File: src/design/sflc_defs.svh
`ifndef SFLC_DEFS_SVH
`define SFLC_DEFS_SVH

// serial word layout
`define SFLC_WORD_W      21
`define SFLC_CTL_R       2'h0
`define SFLC_CTL_N       2'h1
`define SFLC_CTL_FUNC    2'h2
`define SFLC_CTL_INIT    2'h3

// function latch fields
`define SFLC_F_CLR       2
`define SFLC_F_PD_ARM    3
`define SFLC_F_MUX_LO    4
`define SFLC_F_MUX_HI    6
`define SFLC_F_POL       7
`define SFLC_F_TRI       8
`define SFLC_F_FL_EN     9
`define SFLC_F_FL_MODE   11
`define SFLC_F_TO_LO     11
`define SFLC_F_TO_HI     14
`define SFLC_F_PD_SYNC   19

// reference latch and feedback latch fields
`define SFLC_R_LO        2
`define SFLC_R_HI        15
`define SFLC_N_LO        2
`define SFLC_N_HI        19
`define SFLC_N_BOOST     20

// reset values
`define SFLC_FUNC_RST    21'h000000
`define SFLC_R_RST       14'h0001
`define SFLC_N_RST       18'h00001

// timing counts
`define SFLC_TO_UNIT     7'h04
`define SFLC_LD_WIN      4'h3
`define SFLC_LD_COUNT    3'h5

`endif

File: src/design/sflc_pkg.sv
package sflc_pkg;

	typedef struct packed {
		logic sclk;
		logic sdata;
		logic le;
		logic refin;
		logic rfin;
	} sflc_pins_t;

	typedef struct packed {
		sflc_pins_t  s1;
		sflc_pins_t  s2;
		sflc_pins_t  prev;
		logic [20:0] shreg;
		logic [20:0] func;
		logic [13:0] r_val;
		logic [17:0] n_val;
		logic        boost;
		logic [13:0] r_cnt;
		logic [17:0] n_cnt;
		logic [6:0]  to_cnt;
		logic        pd_prog;
		logic        up;
		logic        dn;
		logic [3:0]  err_w;
		logic [2:0]  ld_cnt;
		logic        lock;
		logic        o_up;
		logic        o_dn;
		logic        o_oe_n;
		logic        o_high;
		logic        o_loop;
		logic        o_mon;
		logic        o_pd;
	} sflc_state_t;

endpackage

File: src/design/sflc_top.sv
`timescale 1ns/10ps
`default_nettype none
`include "sflc_defs.svh"

module sflc_top
	import sflc_pkg::*;
(
	input  wire logic i_ref_clk,
	input  wire logic i_reset,
	input  wire logic i_ser_clk,
	input  wire logic i_ser_data,
	input  wire logic i_ser_le,
	input  wire logic i_chip_en,
	input  wire logic i_ref_in,
	input  wire logic i_rf_in,
	output var  logic o_pump_up,
	output var  logic o_pump_dn,
	output var  logic o_pump_oe_n,
	output var  logic o_pump_high,
	output var  logic o_loop_switch_out,
	output var  logic o_monitor_out,
	output var  logic o_powered_down
);

	sflc_state_t q;
	sflc_state_t d;
	// chip enable synchroniser
	logic [1:0]  ce_s;
	logic        ce_clr;
	logic        ce_ok;
	logic        sclk_rise;
	logic        le_rise;
	logic        ref_edge;
	logic        rf_edge;
	logic        ref_pulse;
	logic        fb_pulse;
	logic        pump_event;
	logic        pd;
	logic        hold;
	logic        fl_en;
	logic        fl_active;
	logic        nxt_up;
	logic        nxt_dn;
	logic [13:0] r_load;
	logic [17:0] n_load;
	logic [6:0]  to_limit;

	// timeout period in reference divider periods
	function automatic logic [6:0] to_period(input logic [3:0] sel);
		logic [6:0] t;
		t = {3'h0, sel} + 7'h01;
		return 7'((t * `SFLC_TO_UNIT));
	endfunction

	// monitor multiplexer selection
	function automatic logic mon_pick(
		input logic [2:0] sel,
		input logic       lock,
		input logic       rpul,
		input logic       npul,
		input logic       sdo,
		input logic       pdn
	);
		logic r;
		r = 1'b0;
		unique case (sel)
			3'h0: r = 1'b0;
			3'h1: r = lock;
			3'h2: r = npul;
			3'h3: r = sdo;
			3'h4: r = rpul;
			3'h5: r = lock;
			3'h6: r = pdn;
			3'h7: r = 1'b1;
		endcase
		return r;
	endfunction

	// chip enable low clears at once, release passes two flops
	assign ce_clr = i_reset | ~i_chip_en;
	assign ce_ok  = ce_s[1];

	always_ff @(posedge i_ref_clk or posedge ce_clr)
	begin
		if (ce_clr)
			ce_s <= 2'h0;
		else
			ce_s <= {ce_s[0], 1'b1};
	end

	always_comb
	begin
		d = q;
		// pins enter through two flops, a third feeds edge detect
		d.s1.sclk  = i_ser_clk;
		d.s1.sdata = i_ser_data;
		d.s1.le    = i_ser_le;
		d.s1.refin = i_ref_in;
		d.s1.rfin  = i_rf_in;
		d.s2   = q.s1;
		d.prev = q.s2;

		sclk_rise = q.s2.sclk & ~q.prev.sclk;
		le_rise   = q.s2.le & ~q.prev.le;
		ref_edge  = q.s2.refin & ~q.prev.refin;
		rf_edge   = q.s2.rfin & ~q.prev.rfin;

		// a zero ratio is taken as one
		r_load = (q.r_val == 14'h0000) ? 14'h0001 : q.r_val;
		n_load = (q.n_val == 18'h00000) ? 18'h00001 : q.n_val;

		// power-down state
		pd   = ~ce_ok | q.pd_prog;
		hold = pd | q.func[`SFLC_F_CLR];

		// reference divider
		ref_pulse = 1'b0;
		if (hold)
		begin
			d.r_cnt = r_load;
		end
		else if (ref_edge)
		begin
			if (q.r_cnt <= 14'h0001)
			begin
				d.r_cnt   = r_load;
				ref_pulse = 1'b1;
			end
			else
			begin
				d.r_cnt = q.r_cnt - 14'h0001;
			end
		end

		// feedback divider
		fb_pulse = 1'b0;
		if (hold)
		begin
			d.n_cnt = n_load;
		end
		else if (rf_edge)
		begin
			if (q.n_cnt <= 18'h00001)
			begin
				d.n_cnt  = n_load;
				fb_pulse = 1'b1;
			end
			else
			begin
				d.n_cnt = q.n_cnt - 18'h00001;
			end
		end

		pump_event = ref_pulse | fb_pulse;

		// programmed power-down
		// sync mode waits for a pump event, so no frequency jump
		if (!q.func[`SFLC_F_PD_ARM])
		begin
			d.pd_prog = 1'b0;
		end
		else if (!q.func[`SFLC_F_PD_SYNC])
		begin
			d.pd_prog = 1'b1;
		end
		else if (pump_event)
		begin
			d.pd_prog = 1'b1;
		end

		// phase detector
		// both requests set together cancel each other
		nxt_up = q.up | ref_pulse;
		nxt_dn = q.dn | fb_pulse;
		if (hold || (nxt_up && nxt_dn))
		begin
			d.up = 1'b0;
			d.dn = 1'b0;
		end
		else
		begin
			d.up = nxt_up;
			d.dn = nxt_dn;
		end

		// lock detect: short phase error for several periods
		// error width saturates, so a long error never wraps
		if (q.up || q.dn)
		begin
			if (q.err_w != 4'hf)
				d.err_w = q.err_w + 4'h1;
		end
		if (pd)
		begin
			d.ld_cnt = 3'h0;
			d.lock   = 1'b0;
			d.err_w  = 4'h0;
		end
		else if (ref_pulse)
		begin
			d.err_w = 4'h0;
			if (q.err_w < `SFLC_LD_WIN)
			begin
				if (q.ld_cnt != `SFLC_LD_COUNT)
					d.ld_cnt = q.ld_cnt + 3'h1;
			end
			else
			begin
				d.ld_cnt = 3'h0;
			end
			d.lock = (d.ld_cnt == `SFLC_LD_COUNT);
		end

		// fastlock
		fl_en     = q.func[`SFLC_F_FL_EN];
		fl_active = fl_en & q.boost;
		// timer length follows the four-bit field
		to_limit  = to_period(q.func[`SFLC_F_TO_HI:`SFLC_F_TO_LO]);
		if (pd || !(fl_active && q.func[`SFLC_F_FL_MODE]))
		begin
			d.to_cnt = 7'h00;
		end
		else if (ref_pulse)
		begin
			if (q.to_cnt >= to_limit - 7'h01)
			begin
				d.to_cnt = 7'h00;
				// a host write below still wins over expiry
				d.boost  = 1'b0;
			end
			else
			begin
				d.to_cnt = q.to_cnt + 7'h01;
			end
		end

		// serial input, live in every power state
		if (sclk_rise)
			d.shreg = {q.shreg[19:0], q.s2.sdata};
		if (le_rise)
		begin
			unique case (q.shreg[1:0])
				`SFLC_CTL_FUNC:
					d.func = q.shreg;
				`SFLC_CTL_R:
					d.r_val = q.shreg[`SFLC_R_HI:`SFLC_R_LO];
				`SFLC_CTL_N:
				begin
					d.n_val = q.shreg[`SFLC_N_HI:`SFLC_N_LO];
					d.boost = q.shreg[`SFLC_N_BOOST];
				end
				// init words refused, the latch keeps its value
				`SFLC_CTL_INIT:
					d.func = q.func;
			endcase
		end

		// registered outputs, pump requests silenced while held
		if (hold)
		begin
			d.o_up = 1'b0;
			d.o_dn = 1'b0;
		end
		else if (q.func[`SFLC_F_POL])
		begin
			d.o_up = q.up;
			d.o_dn = q.dn;
		end
		else
		begin
			d.o_up = q.dn;
			d.o_dn = q.up;
		end
		// counter clear three-states the pump as well
		d.o_oe_n = hold | q.func[`SFLC_F_TRI];
		d.o_high = fl_active;
		// with fastlock enabled, loop switch low only during active fastlock; with it off, loop switch follows the mode bit
		if (fl_en)
			d.o_loop = ~fl_active;
		else
			d.o_loop = q.func[`SFLC_F_FL_MODE];
		// monitor sees the live pulses of this cycle
		d.o_mon = mon_pick(q.func[`SFLC_F_MUX_HI:`SFLC_F_MUX_LO],
			q.lock, ref_pulse, fb_pulse, q.shreg[20], pd);
		d.o_pd = pd;
	end

	always_ff @(posedge i_ref_clk or posedge i_reset)
	begin
		if (i_reset)
		begin
			// powered down and pump three-stated in reset
			q         <= '0;
			q.func    <= `SFLC_FUNC_RST;
			q.r_val   <= `SFLC_R_RST;
			q.n_val   <= `SFLC_N_RST;
			q.r_cnt   <= `SFLC_R_RST;
			q.n_cnt   <= `SFLC_N_RST;
			q.o_oe_n  <= 1'b1;
			q.o_pd    <= 1'b1;
		end
		else
		begin
			q <= d;
		end
	end

	// outputs come straight from the state flops
	assign o_pump_up         = q.o_up;
	assign o_pump_dn         = q.o_dn;
	assign o_pump_oe_n       = q.o_oe_n;
	assign o_pump_high       = q.o_high;
	assign o_loop_switch_out = q.o_loop;
	assign o_monitor_out     = q.o_mon;
	assign o_powered_down    = q.o_pd;

endmodule

`default_nettype wire

File: config.mk
export PLATFORM = sky130hd
export DESIGN_NAME = sflc_top
export DESIGN_NICKNAME = d
export VERILOG_FILES = /design/src/design/sflc_pkg.sv /design/src/design/sflc_top.sv
export VERILOG_INCLUDE_DIRS = /design/src /design/src/design
export SDC_FILE = /design/constraint.sdc
export NUM_CORES = 1
export LEC_CHECK = 0
export BUFFER_PORTS_ARGS = -buffer_cell sky130_fd_sc_hd__buf_2
export CORE_UTILIZATION = 50
export CTS_CLUSTER_SIZE = 10
export DETAILED_ROUTE_END_ITERATION = 10
export PLACE_DENSITY = 0.67
export SETUP_SLACK_MARGIN = 0.15
export SYNTH_ARGS = -nofsm -noshare
export SYNTH_HDL_FRONTEND = slang
export SYNTH_SLANG_ARGS = --single-unit
File: constraint.sdc
create_clock -name i_ref_clk -period 6.1 [get_ports i_ref_clk]
set_input_delay 0.305 -clock i_ref_clk [delete_from_list [all_inputs] [get_ports i_ref_clk]]
set_output_delay 0.305 -clock i_ref_clk [all_outputs]
set_load 0.02 [all_outputs]
## Word level (Yosys, flattened, before mapping)

Cells that the tools add are included.

| cells by class | value |
|---|---|
| reductions and logical operators | 21 |
| magnitude comparators | 4 |
| $add $sub $neg | 7 |
| bitwise operators | 19 |
| mux-type cells | 38 |
| equality and inequality tests | 13 |

Operators with widths:

| kind | count |
|---|---|
| two-way mux 18 bit | 4 |
| two-way mux 14 bit | 4 |
| two-way mux 7 bit | 3 |
| less-or-equal comparator 18 x 1 -> 1 bit, second input constant | 1 |
| zero test 18 bit | 1 |
| subtractor 18 x 1 -> 18 bit, second input constant | 1 |
| two-way mux 8 bit | 2 |
| equality test 3 bit, second input constant | 5 |
| two-way mux 1 bit | 15 |
| less-or-equal comparator 14 x 1 -> 1 bit, second input constant | 1 |
| zero test 14 bit | 1 |
| subtractor 14 x 1 -> 14 bit, second input constant | 1 |
| two-way mux 3 bit | 4 |
| two-way mux 4 bit | 2 |
| AND reduction 2 bit | 4 |
| nonzero test 2 bit | 4 |
| adder 7 x 1 -> 7 bit, second input constant | 1 |
| greater-or-equal comparator 7 bit | 1 |
| inverter 1 bit | 7 |
| OR 1 bit | 7 |
| case mux 1 bit (7 select lines) | 1 |
| subtractor 7 x 1 -> 7 bit, second input constant | 1 |
| equality test 3 x 2 -> 1 bit, second input constant | 2 |
| two-way mux 2 bit | 3 |
| other kinds (18) | 26 |

| storage, ports and cells | value |
|---|---|
| logic and storage cells | 138 |
| output and inout port bits | 7 |
| register bits | 147 |
| bits of input ports | 8 |

## Longest topological paths before layout

Gate-level depths: netlist of the first run.

| depth | value |
|---|---|
| word-level depth | 9 |
| gate-level depth with buffers | 12 |
| depth with buffers taken out | 12 |

## Worst setup path before layout of the first run

No wires, ideal clock.

| timing path | value |
|---|---|
| kind | register to register |
| start point | reg q[101] in the netlist's numbering |
| end point | reg q[21] in the netlist's numbering |
| setup time | 110 ps |
| path buffers | 0 |
| data required time | 5990 ps |
| stages on the path, launching flop included | 13 |
| slack | 3350 ps |
| clock period less this slack | 2750 ps |
| arrival | 2640 ps |
| cells stage by stage | dfrtp_1 ha_1 nor3b_1 a21oi_1 o22ai_1 nand2_1 xor2_1 ha_1 a21o_1 a21oi_1 o211a_1 nand2_1 o41ai_1 |

| between the ends | value |
|---|---|
| longest elaborated chain between the ends | 6 |
| elaborated cells between the ends (all ways) | 10 |
| classes of those cells | add/sub: 2; order compare: 1; mux: 3; reduce/logical: 4 |

RTL lines:

| element | RTL line | RTL |
|---|---|---|
| start: declaration | sflc_top.sv:25 | `sflc_state_t q;` |
| adder 4 x 1 -> 5 bit | sflc_top.sv:51 | `t = {3'h0, sel} + 7'h01;` |
| subtractor 7 x 1 -> 7 bit | sflc_top.sv:225 | `if (q.to_cnt >= to_limit - 7'h01)` |
| greater-or-equal comparator 7 bit | sflc_top.sv:225 |  |
| two-way mux 7 bit | sflc_top.sv:225 |  |
| two-way mux 7 bit | sflc_top.sv:223 | `else if (ref_pulse)` |
| two-way mux 7 bit | sflc_top.sv:219 | `` if (pd \|\| !(fl_active && q.func[`SFLC_F_FL_MODE])) `` |

Several ways; a longest one is shown, not always the timed one. The select of a mux whose other input is x is not followed.
A chain may end at the register's enable or synchronous reset.

## Worst setup path after layout of the first run

| timing path | value |
|---|---|
| start point | reg q[101] in the netlist's numbering |
| end point | reg q[23] in the netlist's numbering |

The elaborated chain is that of the path after synthesis.

==> results, run 1 <==
- The kind of capture point of the worst setup path is a flip-flop.
- The library cell occupying the most area in the post-synthesis netlist is sky130_fd_sc_hd__dfrtp_1.
- The first detailed-routing pass took 5 iterations.
- In this run the clock root is driven by a sky130_fd_sc_hd__clkbuf_16.
- Of the available clock period, the critical path in the final layout requires 51.7%.
- The worst path required time is 6.40 ns.
- After clock tree synthesis, the clock-pin slew on the worst setup and hold paths is 0.06 ns.
- The type of the most critical hold path is input port to asynchronous set/reset pin.
- The critical path startpoint category is a flip-flop.
- The congestion estimate from routability-driven global placement came to 0.879.
- Summing the sequential cell areas from Yosys gives 52.5% of the chip area.
- The post-cts resize count is 0.
- The maximum achievable frequency is 317 MHz.
- The wire length of the first global-routing pass is 24200 µm.
- 0 antenna diodes ended up in the layout.
- The via count of the first global-routing pass is 4725.
- The leakage dissipation is 3.33 nW.
- The internal power is 2.22 mW.
- 15 I/O pins were placed.
- The largest incremental delay on the critical path is 0.49 ns.
- The number of clock buffers inserted by TritonCTS is 17.
- The total count of hold-check failures in the final report is 0.
- The number of max-cap violations is 0.
- Setup slack on the critical path of the routed design comes to 2.95 ns.
- The number of flip-flops in the largest register is 120.
- For flop-to-flop paths, the worst setup slack is 2.95 ns.
- The final routed DRC violation total is 0.
- At the pin with the least slew margin, the transition time is 1.26 ns.
- The critical path is of the flip-flop to flip-flop type.
- Measured along the x axis, the die boundary spans 118 µm.
- The average cell area after synthesis is 11.0 µm².
- The final-layout setup total negative slack is 0 ns.
- In this run the remaining antenna-violating nets after routing total 0.
- The worst pin sits at a relative slew slack of 15.4%.
- The share of total power in the clock network is 30.7%.
- The cell with the largest stage delay on the worst path is sky130_fd_sc_hd__dfrtp_1.
- The clock tree from TritonCTS is built.
- The number of enable flip-flop cells after synthesis is 0.
- The share of total power in combinational logic is 25.8%.
- Cells with a size suffix above 1 make up 21.4% of the layout.
- For this run, asynchronously set or reset flops after synthesis account for 100%.
- The deepest clock path buffer count is 2.
- Of the total power, the share spent switching nets is 35.0%.
- The wire-length estimate of the detail-placed layout is 9520 µm.
- The largest register by flop count is q.
- The global-route usage over all layers is 21.9%.
- Setup repair after global routing left no endpoint under its margin.
- The clock skew is 0.0145 ns.
- Counting every net in the synthesized netlist gives 633.
- The flow ran to the end, and the final reports show no timing, DRC or antenna violations.
- The flip-flop and latch count after synthesis is 140.
- After synthesis, the largest area contributor takes up 50.1% of total cell area.
- The most frequent standard cell in the layout excluding fill and tap cells is sky130_fd_sc_hd__dfrtp_1.
- Yosys attributes the largest share of cell area to sky130_fd_sc_hd__dfrtp_1 (50%), sky130_fd_sc_hd__mux2_2 (10%), sky130_fd_sc_hd__o21ai_0 (3.1%).
- After layout, the minimum clock period comes to 3.15 ns.
- The synthesized instance count is 610.
- Buffers added to address setup during post-CTS repair amount to 0.
- The vias per cell is 6.02.
- In the layout the commonest cells are sky130_fd_sc_hd__dfrtp_1 (134), sky130_fd_sc_hd__mux2_2 (62), sky130_fd_sc_hd__nand2_1 (45).
- Of the total power, registers draw 43.5%.
- The global-route congestion overflow total is 0.
- Walking the worst path, the cells encountered are ha_1 > nor3b_1 > a21oi_1 > o22ai_1 > nand2_1 > xor2_1 > ha_1 > a21o_1 > a21oi_1 > o211a_1 > nand2_1 > o41ai_1.
- The die area is 0.0139 mm².
- The largest voltage drop on the vdd net is 0.000264 V.
- After floorplanning, the core was sized to cover 0.0128 mm².
- The prevailing post-synth register cell is sky130_fd_sc_hd__dfrtp_1.
- The row count is 41.
- The critical-path maximum fanout is 9.
- The number of slew-limit violations in the final report was 0.
- The number of input and output port buffers inserted is 14.
- The aggregate routed wire length is 14200 µm.
- The maximum number of pins on one net before global-route repair is 95.
- During synthesis, Yosys emitted a total of 0 warnings.
- The pre-CTS setup slack is 2.98 ns.
- The detailed router's first-iteration violation count is 418.
- The post-synthesis to final-layout area growth is 13.3%.
- The analysis attributes to net switching a power of 1.20 mW.
- The post-cts hold buffer count is 7.
- The power density over cell area is 451 mW/mm².
- The net count of the finished layout is 651.
- The clock reaches the later pin of the worst-skew pair after 0.43 ns.
- The die is 118 µm tall.
- The initial antenna violation count is 0.
- The number of clock sinks is 140.
- After synthesis the cells add up to 0.00669 mm².
- STA puts the critical path data arrival time at 3.46 ns.
- The effective utilization at floorplan is 52.2%.
- The routed wirelength normalized by instance count is 17.4 µm.
- The number of distinct library cells after synthesis is 62.
- The via total after detailed routing is 4897.
- The clock tree synthesis step divided the H-tree into 4 levels.
- The number of setup violations in the final report is 0.
## layout make-up
type	instances	area, µm²
Fill cell	1057	5240
Inverter	23	91.3
Clock buffer	17	425
Tap cell	172	215
Multi-Input combinational cell	421	3000
Timing Repair Buffer	25	170
Clock inverter	15	175
Sequential cell	140	3510
## power by group through the flow
stage | Clock [mW] | Combinational, mW | Sequential [mW]
5_1_grt | 1.11 | 0.975 | 1.53
6_report | 1.05 | 0.883 | 1.49
3_3_place_gp | 0 | 0.845 | 1.48
4_1_cts | 1.07 | 0.883 | 1.48
2_1_floorplan | 0 | 0.715 | 1.40
3_5_place_dp | 0 | 0.873 | 1.50
## worst max-delay path, delay by kind of cell (launching register included)
kind / cells / cell delay [ns]
adder cells (fa/ha/maj): 2 / 0.71
XOR/XNOR: 1 / 0.16
flip-flops: 1 / 0.49
AND/OR/NAND/NOR: 3 / 0.48
AO/OA/AOI/OAI: 6 / 1.19
## synth_stat cells, types with 12 or more instances
| library cell | number |
|---|---|
| sky130_fd_sc_hd__dfrtp_1 | 134 |
| sky130_fd_sc_hd__mux2_2 | 62 |
| sky130_fd_sc_hd__nand2_1 | 45 |
| sky130_fd_sc_hd__o21ai_0 | 42 |
| sky130_fd_sc_hd__nor2_1 | 35 |
| sky130_fd_sc_hd__inv_1 | 23 |
| sky130_fd_sc_hd__a21oi_1 | 20 |
| sky130_fd_sc_hd__clkbuf_1 | 19 |
| sky130_fd_sc_hd__nor4_1 | 19 |
| sky130_fd_sc_hd__nand3_1 | 17 |
| sky130_fd_sc_hd__ha_1 | 15 |
| sky130_fd_sc_hd__nor3_1 | 14 |
| sky130_fd_sc_hd__nand4_1 | 12 |
## metal layers
metal  track usage (%)  wire length (µm)
met2              34.0              6720
met3              4.99               557
met4              7.21               182
met5                 0                 0
met1              30.4              6700
## cell families (layout without fill, tap and decap cells)
group	after synthesis	count (layout)	share of synthesized area (%)
fa+ha+maj	15	15	2.80
flops	140	140	52.5
other cells	1	1	0.0560
simple gates	201	201	16.2
mux	70	70	11.6
buf+inv	49	80	3.05
compound gates	128	128	13.0
xor+xnor	6	6	0.785
## worst paths after layout
| check | start | end | depth (start not counted) |
|---|---|---|---|
| worst max-delay path | q[101] | q[23] | 12 |
| worst min-delay path | i_reset | o_pump_high | 2 |
| worst max register to register | q[101] | q[23] | 12 |
| worst min register to register | ce_s[0] | ce_s[1] | 0 |
| max in group asynchronous | i_reset | q[76] | 3 |
| min in group i_ref_clk | ce_s[0] | ce_s[1] | 0 |
## through the flow
| step | hold WS, ns | area (µm²) | std cells | utilization (%) | total power, mW |
|---|---|---|---|---|---|
| 6_report | 0.0591 | 7590 | 813 | 59.2 | 3.42 |
| 2_1_floorplan | 0.108 | 6690 | 610 | - | 2.11 |
| 5_1_grt | 0.145 | 7590 | 813 | 59.2 | 3.62 |
| 4_1_cts | 0.106 | 7590 | 813 | 59.2 | 3.43 |
| 3_3_place_gp | 0.215 | 6920 | 774 | 53.9 | 2.33 |
| 3_5_place_dp | 0.230 | 6920 | 774 | 53.9 | 2.37 |
Note: power is estimated with default switching activity, not from simulation.
==> run 2: changes to the inputs <==
--- a/config.mk
+++ b/config.mk
@@ -10,7 +10,7 @@
 export CORE_UTILIZATION = 50
 export CTS_CLUSTER_SIZE = 10
 export DETAILED_ROUTE_END_ITERATION = 10
-export PLACE_DENSITY = 0.67
+export PLACE_DENSITY = 0.7
 export SETUP_SLACK_MARGIN = 0.15
 export SYNTH_ARGS = -nofsm -noshare
 export SYNTH_HDL_FRONTEND = slang
==> constraint.sdc (replaced) <==
create_clock -name i_ref_clk -period 2.73 [get_ports i_ref_clk]
set_input_delay 0.1365 -clock i_ref_clk [delete_from_list [all_inputs] [get_ports i_ref_clk]]
set_output_delay 0.1365 -clock i_ref_clk [all_outputs]
set_load 0.02 [all_outputs]
==> results, run 2 (synthesis gave the netlist of run 1 again) <==
- Run status: finished, final reports clean (unchanged).
- The number of nets still failing antenna checks after routing is 0 (unchanged).
- The count of nets after finishing is 680 (was 651).
- The clock latency on the worst-skew pair is 0.43 ns (about the same).
- The aggregate routed wire length is 15300 µm (was 14200 µm).
- The number of slew-limit violations in the final report came to 0 (unchanged).
- The x dimension of the die is 118 µm (unchanged).
- The final worst hold slack was 0.346 ns (was 0.0591 ns).
- The power density over cell area is 998 mW/mm² (was 451 mW/mm²).
- The minimum period implied by the final worst setup slack was 2.69 ns (was 3.15 ns).
- The routed wirelength normalized by instance count was 18.2 µm (was 17.4 µm).
- The via total after detailed routing was 5031 (was 4897).
- The total power after layout was 7.95 mW (was 3.42 mW).
- The number of input and output port buffers inserted is 14 (unchanged).
- The detailed router's first-iteration violation count is 377 (was 418).
- The type of the most critical hold path is input port to flip-flop (was input port to asynchronous set/reset pin).
- The number of max-cap violations is 0 (unchanged).
- The worst path required time is 3.04 ns (was 6.40 ns).
- The worst setup path category is flip-flop to flip-flop (unchanged).
- The remaining max-slew budget at the tightest pin is 33.1% (was 15.4%).
- The vias per cell is 5.98 (was 6.02).
- The wire length of the first global-routing pass is 25300 µm (was 24200 µm).
- The number of clock sinks was 140 (unchanged).
- The number of flip-flops in the largest register was 120 (unchanged).
- RSZ-0062 raised after global routing: true (was false).
- The arrival time of the worst setup path is 3.00 ns (was 3.46 ns).
- Most frequent cells in the layout: sky130_fd_sc_hd__dfrtp_1 (131), sky130_fd_sc_hd__mux2_2 (62), sky130_fd_sc_hd__nand2_1 (43) (was sky130_fd_sc_hd__dfrtp_1 (134), sky130_fd_sc_hd__mux2_2 (62), sky130_fd_sc_hd__nand2_1 (45)).
- The share of cells above drive strength 1 is 27.1% (was 21.4%).
- The share of total power in the clock network is 29.9% (was 30.7%).
- The number of setup violations in the final report is 0 (unchanged).
- The via count of the first global-routing pass came to 4994 (was 4725).
- The sequential group share of total power is 41.9% (was 43.5%).
- The pre-CTS setup slack is -0.0822 ns (was 2.98 ns).
- The first-pass iteration count of the detailed router was 5 (unchanged).
- The clock-pin slew of the registers on the worst-case setup and hold paths was 0.06 ns (about the same).
- The effective utilization at floorplan was 52.2% (unchanged).
- The critical-path maximum fanout is 7 (was 9).
- The largest voltage drop on the vdd net is 0.000632 V (was 0.000264 V).
- The die area came to 0.0139 mm² (unchanged).
- The post-route clock period utilization was 98.5% (was 51.7%).
- The global-route congestion overflow total came to 0 (unchanged).
- The net switching component of the power is 2.72 mW (was 1.20 mW).
- The die height was 118 µm (unchanged).
- The deepest clock path buffer count came to 2 (unchanged).
- The CTS H-tree depth is 4 (unchanged).
- The maximum number of pins on one net before global-route repair is 95 (unchanged).
- The global-route usage over all layers is 23.3% (was 21.9%).
- The number of cells on the worst reg-to-reg path is 12 (unchanged).
- The core outline area is 0.0128 mm² (unchanged).
- The final-layout setup total negative slack was 0 ns (unchanged).
- The initial antenna violation count came to 0 (unchanged).
- The critical path startpoint category is a flip-flop (unchanged).
- The final routed DRC violation total is 0 (unchanged).
- The switching share of total power is 34.3% (was 35.0%).
- The antenna diode instance count came to 0 (unchanged).
- The library cell used as clock root buffer is sky130_fd_sc_hd__clkbuf_16 (unchanged).
- The internal power is 5.22 mW (was 2.22 mW).
- The maximum achievable frequency is 372 MHz (was 317 MHz).
- The total count of hold-check failures in the final report is 0 (unchanged).
- The leakage dissipation is 3.56 nW (was 3.33 nW).
- The number of primary I/O pins is 15 (unchanged).
- The row count is 41 (unchanged).
- The worst hold path was traced through 2 stages.
- The clock skew is 0.00706 ns (was 0.0145 ns).
- The HPWL after detailed placement is 10200 µm (was 9520 µm).
- The number of clock buffers inserted by TritonCTS is 17 (unchanged).
- The final worst slack is 0.0417 ns (was 2.95 ns).
- The placer's final routability congestion estimate came to 0.840 (was 0.879).
- The kind of capture point of the worst setup path is a flip-flop (unchanged).
- The post-synthesis to final-layout area growth is 18.9% (was 13.3%).
- The core occupancy in the finished layout is 62.1% (was 59.2%).
- The largest register by flop count is q (unchanged).
- The share of total power in combinational logic came to 28.2% (was 25.8%).
- The clock tree from TritonCTS is built (unchanged).
- The most frequent standard cell in the layout excluding fill and tap cells is sky130_fd_sc_hd__dfrtp_1 (unchanged).
- The transition at the pin with the smallest max-transition slack is 1.00 ns (was 1.26 ns).
run 2: cell count changes in the layout (fill, tap and decap cells not counted), sizes merged:
cell,before,now
buf,18,46
bufinv,2,3
clkbuf,17,19
clkinv,3,1
clkinvlp,1,4
dlygate4sd3,7,8
inv,32,27
run 2: cell type report:
class | count | area, µm²
sequential | 140 | 3510
fill | 1016 | 4860
timing repair buffer | 54 | 407
multi-input combinational | 421 | 3130
clock buffer | 19 | 443
tap | 172 | 215
clock inverter | 12 | 161
inverter | 23 | 90.1
run 2: path summary, 6_finish.rpt:
check / start / to / slack [ns]
setup / recovery: q[101] / q[22] / 0.04
hold / removal: i_ser_le / d[139] / 0.35
setup reg to reg: q[101] / q[22] / 0.04
hold reg to reg: d[141] / d[136] / 0.35
max in group asynchronous: i_reset / ce_s[0] / 1.80
min in group asynchronous: i_reset / q[8] / 0.45
run 2: power by group through the flow:
stage          clock, mW  combinational [mW]  sequential (mW)
4_1_cts             2.41                2.22             3.31
2_1_floorplan          0                1.61             3.13
3_5_place_dp           0                2.17             3.34
6_report            2.38                2.24             3.33
5_1_grt             2.51                2.48             3.41
3_3_place_gp           0                2.07             3.31
run 2: through the flow:
stage / cells / cell area, µm²
floorplan: 610 / 6730
detailed placement: 799 / 7150
global route: 841 / 7960
CTS: 840 / 7870
finish: 841 / 7960
global placement: 799 / 7150
run 2: repair_timing:
action | CTS | global route
setup endpoints to repair | 8 | 17
buffers inserted | 2 | 1
hold buffers | 8 | 0
hold endpoints to repair | 139 | 0
pin swaps | 8 | 4
gates resized for setup | 4 | 14
run 2: worst max-delay path, stage by stage (launching register included):
cell and delay, ns:
sky130_fd_sc_hd__dfrtp_2 0.42, sky130_fd_sc_hd__ha_4 0.27, sky130_fd_sc_hd__nor3b_2 0.22, sky130_fd_sc_hd__a21oi_2 0.07, sky130_fd_sc_hd__o22ai_1 0.14, sky130_fd_sc_hd__nand2_1 0.08, sky130_fd_sc_hd__xor2_1 0.14, sky130_fd_sc_hd__ha_1 0.32
sky130_fd_sc_hd__a21o_1 0.20, sky130_fd_sc_hd__a21oi_2 0.11, sky130_fd_sc_hd__o211a_1 0.24, sky130_fd_sc_hd__nand2_4 0.13, sky130_fd_sc_hd__o41ai_4 0.24
run 2: per-layer routing:
layer / vias up / routed length (µm) / track usage [%]
met2: 115 / 7620 / 37.8
met1: 2528 / 6970 / 30.5
met5: - / 0 / 0
met3: 17 / 542 / 5.81
met4: 0 / 164 / 7.61
li1: 2371 / - / -
